--- config.mk ---
export PLATFORM = sky130hd
export DESIGN_NAME = pes_top
export DESIGN_NICKNAME = d
export VERILOG_FILES = /design/src/rtl/pes_pkg.sv /design/src/rtl/pes_top.sv
export SDC_FILE = /design/constraint.sdc
export NUM_CORES = 2
export LEC_CHECK = 0
export BUFFER_PORTS_ARGS = -buffer_cell sky130_fd_sc_hd__clkbuf_2
export CELL_PAD_IN_SITES_DETAIL_PLACEMENT = 1
export CELL_PAD_IN_SITES_GLOBAL_PLACEMENT = 2
export CORE_MARGIN = 1.5
export CORE_UTILIZATION = 42
export CTS_BUF_LIST = sky130_fd_sc_hd__clkbuf_16
export DETAILED_ROUTE_END_ITERATION = 8
export HOLD_SLACK_MARGIN = 0.08
export PLACE_DENSITY = 0.91
export RECOVER_POWER = 50
export SYNTH_ARGS = -nofsm -noshare
export SYNTH_HDL_FRONTEND = slang
export SYNTH_SLANG_ARGS = --single-unit
--- constraint.sdc ---
create_clock -name core_clk -period 54.5 [get_ports core_clk]
set_input_delay 8.175 -clock core_clk [delete_from_list [all_inputs] [get_ports core_clk]]
set_output_delay 8.175 -clock core_clk [all_outputs]
set_load 0.01 [all_outputs]
--- src/rtl/pes_pkg.sv ---
// constants and register map for the pulser and edge scaler block
// Notes on behaviour
// any write to pulse_launch starts the pulser and zeroes the delivered-pulse count.
// pulse_train_idle bit 0 reads 0 while requested pulses are still being emitted.
// pulse_train_idle reads 1 when pulser disabled or finite sequence finished.
// counter_freeze bit 0 set stops all counters; software sets it before readout.
// clearing counter_freeze re-enables counting and zeroes every counter; done after readout.
// counters are 32 bits and hold at all ones instead of wrapping.
// counter array starts at 0x104; each index counts its own fixed source.
// index 0 counts 50 MHz reference ticks since counting was enabled.
// index 1 counts global clock cycles; no advance when that clock is absent.
// indices 2 to 4 count edges of backplane sync, trigger 1, trigger 2.
// indices 5 and 6 count edges of front panel NIM outputs 0 and 1.
// indices 7 to 11 count edges of front panel differential inputs 0 to 4.
// indices 12 to 16 count edges of front panel differential outputs 0 to 4.
// index 17 counts busy assertions, once per rising busy edge.
// index 18 counts 50 MHz ticks during which busy is high.
// indices 19 to 26 count edges of rear connector inputs 0 to 7.
// indices 27 to 34 count edges of rear connector outputs 0 to 7.
// pulse_interval_ticks gives the whole pulse period in ticks.
// pulse_low_ticks gives ticks held low each period; high for the rest.
// pulse_repeat_total zero disables, middle values finite, all ones repeats forever.
// for a finite count software must write pulse_launch to begin.
// external inputs are synchronised; only rising transitions count, once each.
package pes_pkg;
  localparam int          ADDR_W          = 24;
  localparam int          DATA_W          = 32;
  localparam int          NUM_COUNTERS    = 35;
  localparam int          NUM_EXT         = 33;
  localparam logic [23:0] OFS_INTERVAL    = 24'h000080;
  localparam logic [23:0] OFS_LOW         = 24'h000084;
  localparam logic [23:0] OFS_REPEAT      = 24'h000088;
  localparam logic [23:0] OFS_LAUNCH      = 24'h00008C;
  localparam logic [23:0] OFS_IDLE        = 24'h000090;
  localparam logic [23:0] OFS_FREEZE      = 24'h000100;
  localparam logic [23:0] OFS_COUNTERS    = 24'h000104;
  localparam int          IDLE_BIT        = 0;
  localparam int          FREEZE_BIT      = 0;
  localparam logic [31:0] REG_RESET       = 32'h00000000;
  localparam logic [31:0] COUNT_SAT       = 32'hFFFFFFFF;
  localparam logic [31:0] REPEAT_FOREVER  = 32'hFFFFFFFF;
  localparam int          CORE_MHZ        = 200;
  localparam int          REF_MHZ         = 50;
  localparam int          REF_DIV         = CORE_MHZ / REF_MHZ;
  localparam logic [1:0]  REF_DIV_LAST    = 2'(REF_DIV - 1);
  // counter indices of the sources outside the line groups; busy has two counters
  localparam int          IDX_REF         = 0;
  localparam int          IDX_GLOBAL      = 1;
  localparam int          IDX_BUSY_EDGE   = 17;
  localparam int          IDX_BUSY_TIME   = 18;
  // positions inside the synchronised external vector
  localparam int          EXT_GCLK        = 0;
  localparam int          EXT_BUSY        = 16;
  typedef enum logic [0:0] {
    PES_PULSE_STOP = 1'b0,
    PES_PULSE_RUN  = 1'b1
  } pes_pulse_state_type;
endpackage

--- src/rtl/pes_top.sv ---
// pulse generator and saturating edge scaler array with a simple register port
module pes_top
  import pes_pkg::*;
(
  input  wire logic              core_clk,
  input  wire logic              reset,
  input  wire logic              reg_wr,
  input  wire logic              reg_rd,
  input  wire logic [ADDR_W-1:0] reg_addr,
  input  wire logic [DATA_W-1:0] reg_wdata,
  output logic      [DATA_W-1:0] reg_rdata,
  output logic                   reg_rvalid,
  input  wire logic              global_clk_in,
  input  wire logic              switch_slot_b_sync,
  input  wire logic              switch_slot_b_trig1,
  input  wire logic              switch_slot_b_trig2,
  input  wire logic [1:0]        front_panel_nim_out,
  input  wire logic [4:0]        front_panel_diff_in,
  input  wire logic [4:0]        front_panel_diff_out,
  input  wire logic              busy_in,
  input  wire logic [7:0]        rear_connector_in,
  input  wire logic [7:0]        rear_connector_out,
  output logic                   pulse_out
);

  // register decode
  logic        hit_interval;
  logic        hit_low;
  logic        hit_repeat;
  logic        hit_launch;
  logic        hit_idle;
  logic        hit_freeze;
  logic        hit_count;
  logic [23:0] count_ofs;
  logic [5:0]  count_idx;

  assign hit_interval = (reg_addr == OFS_INTERVAL);
  assign hit_low      = (reg_addr == OFS_LOW);
  assign hit_repeat   = (reg_addr == OFS_REPEAT);
  assign hit_launch   = (reg_addr == OFS_LAUNCH);
  assign hit_idle     = (reg_addr == OFS_IDLE);
  assign hit_freeze   = (reg_addr == OFS_FREEZE);
  assign count_ofs    = reg_addr - OFS_COUNTERS;
  assign count_idx    = count_ofs[7:2];
  // the array starts at its base and each word is one counter
  assign hit_count    = (reg_addr >= OFS_COUNTERS) && (count_ofs[1:0] == 2'b00) &&
                        (count_ofs[23:2] < 22'(NUM_COUNTERS));

  // settings registers
  logic [31:0] interval_ticks;
  logic [31:0] low_ticks;
  logic [31:0] repeat_total;
  logic        freeze;
  logic [31:0] next_interval_ticks;
  logic [31:0] next_low_ticks;
  logic [31:0] next_repeat_total;
  logic        next_freeze;
  logic        clear_counts;

  // software writes; leaving freeze is what zeroes the array
  always_comb begin
    next_interval_ticks = interval_ticks;
    next_low_ticks      = low_ticks;
    next_repeat_total   = repeat_total;
    next_freeze         = freeze;
    clear_counts        = 1'b0;
    if (reg_wr && hit_interval) begin
      next_interval_ticks = reg_wdata;
    end
    if (reg_wr && hit_low) begin
      next_low_ticks = reg_wdata;
    end
    if (reg_wr && hit_repeat) begin
      next_repeat_total = reg_wdata;
    end
    if (reg_wr && hit_freeze) begin
      next_freeze  = reg_wdata[FREEZE_BIT];
      clear_counts = freeze && !reg_wdata[FREEZE_BIT];
    end
  end

  always_ff @(posedge core_clk or posedge reset) begin
    if (reset) begin
      interval_ticks <= REG_RESET;
      low_ticks      <= REG_RESET;
      repeat_total   <= REG_RESET;
      freeze         <= 1'b0;
    end else begin
      interval_ticks <= next_interval_ticks;
      low_ticks      <= next_low_ticks;
      repeat_total   <= next_repeat_total;
      freeze         <= next_freeze;
    end
  end

  // pulser: one tick per core clock, a finite train runs only after a launch
  pes_pulse_state_type pulse_state;
  pes_pulse_state_type next_pulse_state;
  logic [31:0] phase;
  logic [31:0] next_phase;
  logic [31:0] delivered;
  logic [31:0] next_delivered;
  logic        pulser_running;
  logic        period_end;
  logic        next_pulse_out;

  assign pulser_running = (repeat_total != REG_RESET) &&
                          ((repeat_total == REPEAT_FOREVER) || (pulse_state == PES_PULSE_RUN));
  // a period of zero or one ticks is treated as one tick long
  assign period_end     = (phase + 32'h00000001 >= interval_ticks);

  always_comb begin
    next_pulse_state = pulse_state;
    next_phase       = phase;
    next_delivered   = delivered;
    if (reg_wr && hit_launch) begin
      next_pulse_state = PES_PULSE_RUN;
      next_phase       = REG_RESET;
      next_delivered   = REG_RESET;
    end else if (pulser_running) begin
      if (period_end) begin
        next_phase     = REG_RESET;
        next_delivered = delivered + 32'h00000001;
        // finite trains stop after the last whole period
        if ((repeat_total != REPEAT_FOREVER) && (delivered + 32'h00000001 >= repeat_total)) begin
          next_pulse_state = PES_PULSE_STOP;
        end
      end else begin
        next_phase = phase + 32'h00000001;
      end
    end else begin
      // a zeroed count also ends any train in flight, so a later finite count needs a launch
      next_pulse_state = PES_PULSE_STOP;
      next_phase       = REG_RESET;
    end
    // low for the first part of the period, high for the rest
    next_pulse_out = pulser_running && (next_phase >= low_ticks);
    case (next_pulse_state)
      PES_PULSE_RUN:  next_pulse_out = next_pulse_out;
      PES_PULSE_STOP: next_pulse_out = next_pulse_out && (repeat_total == REPEAT_FOREVER);
      default:        next_pulse_out = 1'b0;
    endcase
  end

  always_ff @(posedge core_clk or posedge reset) begin
    if (reset) begin
      pulse_state <= PES_PULSE_STOP;
      phase       <= REG_RESET;
      delivered   <= REG_RESET;
      pulse_out   <= 1'b0;
    end else begin
      pulse_state <= next_pulse_state;
      phase       <= next_phase;
      delivered   <= next_delivered;
      pulse_out   <= next_pulse_out;
    end
  end

  // reference tick divider, one enable pulse every four core cycles
  logic [1:0] ref_div;
  logic [1:0] next_ref_div;
  logic       ref_tick;

  assign ref_tick = (ref_div == REF_DIV_LAST);

  always_comb begin
    next_ref_div = ref_tick ? 2'h0 : ref_div + 2'h1;
  end

  always_ff @(posedge core_clk or posedge reset) begin
    if (reset) begin
      ref_div <= 2'h0;
    end else begin
      ref_div <= next_ref_div;
    end
  end

  // two-stage synchroniser and one history stage for edge detection
  logic [NUM_EXT-1:0] ext_raw;
  logic [NUM_EXT-1:0] ext_meta;
  logic [NUM_EXT-1:0] ext_sync;
  logic [NUM_EXT-1:0] ext_prev;
  logic [NUM_EXT-1:0] ext_rise;

  assign ext_raw  = {rear_connector_out, rear_connector_in, busy_in, front_panel_diff_out,
                     front_panel_diff_in, front_panel_nim_out, switch_slot_b_trig2,
                     switch_slot_b_trig1, switch_slot_b_sync, global_clk_in};
  // rising transitions only, one pulse per transition
  assign ext_rise = ext_sync & ~ext_prev;

  always_ff @(posedge core_clk or posedge reset) begin
    if (reset) begin
      ext_meta <= '0;
      ext_sync <= '0;
      ext_prev <= '0;
    end else begin
      ext_meta <= ext_raw;
      ext_sync <= ext_meta;
      ext_prev <= ext_sync;
    end
  end

  // increment requests in counter index order
  logic [NUM_COUNTERS-1:0] count_inc;

  assign count_inc[IDX_REF]       = ref_tick;
  // the global clock is slower than the core, so it is sampled; a stopped clock adds nothing
  assign count_inc[IDX_GLOBAL]    = ext_rise[EXT_GCLK];
  assign count_inc[4:2]           = ext_rise[3:1];
  assign count_inc[6:5]           = ext_rise[5:4];
  assign count_inc[11:7]          = ext_rise[10:6];
  assign count_inc[16:12]         = ext_rise[15:11];
  assign count_inc[IDX_BUSY_EDGE] = ext_rise[EXT_BUSY];
  assign count_inc[IDX_BUSY_TIME] = ref_tick && ext_sync[EXT_BUSY];
  assign count_inc[26:19]         = ext_rise[24:17];
  assign count_inc[34:27]         = ext_rise[32:25];

  // counter array
  logic [31:0] counts      [NUM_COUNTERS];
  logic [31:0] next_counts [NUM_COUNTERS];

  always_comb begin
    for (int i = 0; i < NUM_COUNTERS; i++) begin
      next_counts[i] = counts[i];
      if (clear_counts) begin
        next_counts[i] = REG_RESET;
      end else if (!freeze && count_inc[i] && (counts[i] != COUNT_SAT)) begin
        next_counts[i] = counts[i] + 32'h00000001;
      end
    end
  end

  always_ff @(posedge core_clk or posedge reset) begin
    if (reset) begin
      for (int i = 0; i < NUM_COUNTERS; i++) begin
        counts[i] <= REG_RESET;
      end
    end else begin
      for (int i = 0; i < NUM_COUNTERS; i++) begin
        counts[i] <= next_counts[i];
      end
    end
  end

  // read path, answered one cycle after the read strobe; unmapped reads give zero
  logic [31:0] next_reg_rdata;

  always_comb begin
    next_reg_rdata = REG_RESET;
    if (hit_interval) begin
      next_reg_rdata = interval_ticks;
    end else if (hit_low) begin
      next_reg_rdata = low_ticks;
    end else if (hit_repeat) begin
      next_reg_rdata = repeat_total;
    end else if (hit_idle) begin
      next_reg_rdata[IDLE_BIT] = !pulser_running;
    end else if (hit_freeze) begin
      next_reg_rdata[FREEZE_BIT] = freeze;
    end else if (hit_count) begin
      next_reg_rdata = counts[count_idx];
    end
  end

  always_ff @(posedge core_clk or posedge reset) begin
    if (reset) begin
      reg_rdata  <= REG_RESET;
      reg_rvalid <= 1'b0;
    end else begin
      reg_rdata  <= reg_rd ? next_reg_rdata : REG_RESET;
      reg_rvalid <= reg_rd;
    end
  end
endmodule

Word level (Yosys, flattened, before mapping)

Cells that the tools add are included.

Add/subtract/negate cells: 39
Order comparisons: 6
Equality and inequality tests: 44
Mux-type cells: 95
Bitwise logic cells: 4
Reduce and logical (&&, ||, !) cells: 127

Operators by type and width:

| kind                    | count |
|---|---|
| $mux W32                | 83 |
| $add A32 B1 Y32 const B | 37 |
| $ne A32 B32 Y1 const B  | 36 |
| $bmux W32 S6            | 1 |
| $eq A24 B8 Y1 const B   | 5 |
| $ge A32 B32 Y1          | 3 |
| $logic_and A1 B1 Y1     | 83 |
| $reduce_bool A2 Y1      | 37 |
| $mux W31                | 2 |
| $and A33 B33 Y33        | 1 |
| $not A33 Y33            | 1 |
| $eq A32 B32 Y1 const B  | 1 |
| $reduce_bool A32 Y1     | 1 |
| $eq A24 B9 Y1 const B   | 1 |
| $ge A24 B9 Y1 const B   | 1 |
| $sub A24 B9 Y24 const B | 1 |
| $lt A22 B6 Y1 const B   | 1 |
| $ge A7 B7 Y1 const B    | 1 |
| $mux W1                 | 7 |
| $not A6 Y7              | 1 |
| $logic_not A1 Y1        | 3 |
| $add A2 B1 Y2 const B   | 1 |
| $eq A2 B2 Y1 const B    | 1 |
| $logic_not A2 Y1        | 1 |
| 5 further kinds         | 5 |

Register bits: 1,417
Input port bits: 93
Output and inout bits: 34
Word-level logic and storage cells: 364

Logic depth before layout (Yosys ltp)

Word-level depth: 12
Gate-level depth with buffers: 24
Depth with buffers taken out: 23

Least setup slack after synthesis

OpenSTA, ideal clock, no wires.

Kind: in2reg
From: in reg_addr[2]
To: reg reg_rdata[10]
Library setup time: 0.126 ns
Data arrival time: 12.022 ns
Required time: 54.374 ns
Slack: 42.352 ns
Stages on the path: 17
Buffers on the path: 10
Cell sequence: clkbuf_1 > buf_2 > buf_1 > inv_1 > clkbuf_1 > clkbuf_1 > ha_1 > clkbuf_1 > buf_2 > buf_2 > buf_1 > clkbuf_1 > mux2i_1 > o21ai_0 > a221o_1 > nand3_1 > a21oi_1

Longest elaborated chain between the ends: 12
Elaborated cells on any way between the ends: 21
Classes of those cells: 1 x add/sub; 2 x order compare; 5 x eq/ne; 10 x mux; 1 x bitwise; 2 x reduce/logical

Ends and longest elaborated chain:

| item                                         | RTL line       | source |
|---|---|---|
| start, declared                              | pes_top.sv:9   | `input wire logic [ADDR_W-1:0] reg_addr,` |
| $sub A24 B9 Y24                              | pes_top.sv:43  | `assign count_ofs = reg_addr - OFS_COUNTERS;` |
| $not A6 Y7 (implied by the code)             | pes_top.sv:261 | `next_reg_rdata = counts[count_idx];` |
| $bmux W32 S6                                 | pes_top.sv:261 |  |
| $mux W32 (implied by the code) (2 in series) | pes_top.sv:261 |  |
| $mux W32                                     | pes_top.sv:260 | `end else if (hit_count) begin` |
| $mux W31                                     | pes_top.sv:258 | `end else if (hit_freeze) begin` |
| $mux W31                                     | pes_top.sv:256 | `end else if (hit_idle) begin` |
| $mux W32                                     | pes_top.sv:254 | `end else if (hit_repeat) begin` |
| $mux W32                                     | pes_top.sv:252 | `end else if (hit_low) begin` |
| $mux W32 (*)                                 | pes_top.sv:250 | `if (hit_interval) begin` |
| $mux W32 (*)                                 | pes_top.sv:270 | `reg_rdata <= reg_rd ? next_reg_rdata : REG_RESET;` |
| end signal, assigned                         | pes_top.sv:270 |  |
| end, declared                                | pes_top.sv:11  | `output logic [DATA_W-1:0] reg_rdata,` |

Mark *: on every way between the ends. The rest lies on a longest branch, timed or not. The select of a mux whose other input is x is not followed.
A chain may end at the register's enable or synchronous reset.

==> impl_metrics.json <==
{
  "drtAntennaViolNets": 0,
  "dieArea_um2": 194000,
  "grt_remaining_overflow": 0,
  "timing.rr.start": "freeze",
  "yosys-top-cells-count": "dfrtp_1, nor2_1, nand3_1",
  "cp-start-kind": "input port",
  "boundaryPins": 127,
  "outcome": "complete, but fails checks",
  "syn-num-nets": 8316,
  "synthSimpleGateAreaFrac_pct": 23.2,
  "worstReg2RegEnd": "counts[763]",
  "portBuffers": 126,
  "multiInputGateArea_um2": 42700,
  "grt_pass1_wl_mm": 453,
  "clk_latency_ns": 0.86,
  "p_leak_nw": 34.8,
  "rows": 160,
  "synth_cell_type_count": 82,
  "peakVddDrop_v": 0.0000424,
  "cts_max_path_buffers": 3,
  "async_flop_share_pct": 100,
  "hold_buffers": 0,
  "wire_per_inst_um": 28.0,
  "final_net_count": 8317,
  "r2r_cells": 6,
  "post_cts_buffers": 0,
  "dp.cells": 10400,
  "synth_top_area_cell": "dfrtp_1",
  "r2r_slack_ns": 44.27,
  "synth_top_family_by_area": "simple AND/OR/NAND/NOR gates",
  "cts_made_buffers": 168,
  "synth_compound_area_share_pct": 6.84,
  "use_met2_pct": 47.5,
  "root_buffer": "clkbuf_16",
  "synth_flop_cell": "dfrtp_1",
  "yosys_register_bits": 1417,
  "synth_xor_area_share_pct": 9.62,
  "cp.arrival_ns": 20.05,
  "maxSlewHeadroom_pct": -512,
  "start_util_pct": 42.3,
  "dieHeight_um": 441,
  "post_cts_resized": 0,
  "muxShareOfSynthArea_pct": 11.1,
  "grt_usage_pct": 30.8,
  "cap_violations": 23,
  "end_kind": "async pin",
  "antenna_found_initial": 41,
  "yosysWarnings": 0,
  "max_freq_ghz": 0.0468,
  "grtUsageMet3_pct": 6.98,
  "grt_busiest_layer": "met2",
  "fillerInstances": 21100,
  "hold_path_class": "reg2reg",
  "synth_fa_ha_area_share_pct": 2.16,
  "required_ns": 53.17,
  "power_mw": 3.29,
  "rsz0062_at_grt": "no",
  "yosysSeqAreaShare_pct": 44.1,
  "avgSynthCellArea_um2": 9.95,
  "die_w_um": 441,
  "grt_max_degree": 183,
  "core_area_um2": 190000,
  "syn_area_um2": 80500,
  "crit_fanout": 164,
  "drv_slew": 1531,
  "cts_tree": "yes",
  "crit_type": "in2async",
  "grt_pass1_vias": 69500,
  "drt_iter0_markers": 6334,
  "fin_skew_ns": 0.0543,
  "drc": 0,
  "regArea_um2": 35500,
  "synth_cells": 8084,
  "synth.area.top_cells": "dfrtp_1, mux4_2, xnor2_1",
  "hold_depth": 0,
  "wirelength_mm": 300,
  "synth_edf_count": 0,
  "whs_endpoint": "ext_sync[11]",
  "vias": 68100,
  "final_cells": 10700,
  "routed_via_density": 6.34,
  "firstDrtPassIters": 5,
  "grt_util_met1_pct": 40.0,
  "cts.reportedPaths.clkPinSlew_ns": 0.06,
  "syn2layout_area_growth_pct": 10.5,
  "hold_viol": 0,
  "post-route-period-util_pct": 39.2,
  "synth_top_area_share_pct": 44.1,
  "worst_pin_slew_ns": 9.18,
  "power-per-cell-area_nw_per_um2": 37.0,
  "globalplace.congestion": 1.00,
  "failed_checks": "capacitance limit, slew limit",
  "tns_ns": 0,
  "hpwl_mm": 221,
  "startpoint": "reset",
  "cts_sinks": 1417,
  "hold_start": "ext_meta[11]",
  "setup_viol": 0,
  "htreeDepth": 4,
  "drive_gt1_share_pct": 10.5,
  "synth.most_common_cell": "dfrtp_1",
  "fin_crit_ns": 21.37
}
[final cells by class]
class / count / share of cell area [%]
Sequential cell: 1417 / 39.9
Tap cell: 2511 / 3.54
Inverter: 237 / 1.00
Multi-Input combinational cell: 6041 / 48.0
Antenna cell: 10 / 0.0282
Clock inverter: 134 / 1.33
Timing Repair Buffer: 220 / 1.41
Clock buffer: 170 / 4.79
[worst max-delay path by stage]
stage / slack [ns] / depth (start not counted) / to
floorplan: 6.37 / 1 / counts[0]
global placement: 41.35 / 11 / reg_rdata[8]
detailed placement: 41.23 / 11 / reg_rdata[8]
CTS: 42.08 / 11 / reg_rdata[26]
global route: 30.67 / 4 / ext_sync[23]
finish: 33.13 / 4 / ext_meta[24]
[critical path, cell delays in order]
cell and delay (ns):
clkbuf_2 0.09, clkinvlp_2 2.76, clkbuf_1 2.29, clkbuf_1 6.35
[through the flow]
step / util (%) / setup slack [ns] / cell area (um2) / hold slack, ns
5_1_grt: 46.7 / 30.67 / 88800 / 0.355
2_1_floorplan: - / 6.37 / 80500 / 0.331
3_5_place_dp: 44.0 / 41.23 / 83700 / 0.336
4_1_cts: 46.8 / 42.08 / 89100 / 0.349
6_report: 46.7 / 33.13 / 88900 / 0.342
3_3_place_gp: 44.0 / 41.35 / 83700 / 0.332
[metal layers]
layer | vias to the layer above | share of wire (%)
met5 | - | 0.071
met4 | 32 | 6.4
met3 | 733 | 7.9
met2 | 2530 | 45
met1 | 35500 | 40
li1 | 29300 | -
[power by group]
group	internal (mW)	switching, mW	leakage, nW
Clock	0.648	0.488	2.78
Sequential	1.15	0.163	14.4
Combinational	0.314	0.527	17.6
[logic make-up (layout without fill, tap and decap cells)]
| logic type | after synthesis | count (layout) |
|---|---|---|
| buffers and inverters | 626 | 761 |
| muxes | 482 | 482 |
| AOI/OAI and AO/OA | 879 | 879 |
| adders and majority gates | 139 | 139 |
| and+or+nand+nor | 3657 | 3657 |
| other | 0 | 10 |
| xor gates and xnor gates | 884 | 884 |
| DFF | 1417 | 1417 |
[registers in the layout, indices dropped and copies added, names as in the netlist]
register        flops
counts           1120
delivered          32
ext_meta           33
ext_prev           33
ext_sync           33
freeze              1
interval_ticks     32
low_ticks          32
phase              32
pulse_out           1
pulse_state         1
ref_div             2
reg_rdata          32
reg_rvalid          1
repeat_total       32
[placed cells by master, fill, tap and decap left out, types with 17 or more instances in the layout]
cell,netlist,layout
or2_2,17,17
nor2b_1,48,48
mux4_2,317,317
nand2b_1,21,21
inv_1,237,265
dfrtp_1,1417,1416
bufinv_16,0,17
clkbuf_16,0,170
a21oi_1,268,268
nor4_1,112,110
and4_1,170,170
a221o_1,32,32
o221ai_1,32,32
mux2i_1,67,67
nor2_1,1045,1044
a21o_1,26,26
nor3_1,230,230
a211oi_1,35,33
clkinv_1,0,41
clkinv_2,0,27
mux2_2,97,96
and3_1,188,188
o21ai_0,256,256
xnor2_1,466,466
ha_1,139,139
nand4_1,360,362
a2111oi_0,18,18
o31ai_1,66,64
nand2_1,530,529
buf_4,3,68
nand3_1,565,565
clkbuf_2,0,84
xor2_1,418,417
or4_1,56,56
clkbuf_1,323,64
and2_1,85,80
nor3b_1,25,25
or3_1,146,146
o211ai_1,52,52
(Power assumes the default switching activity.)
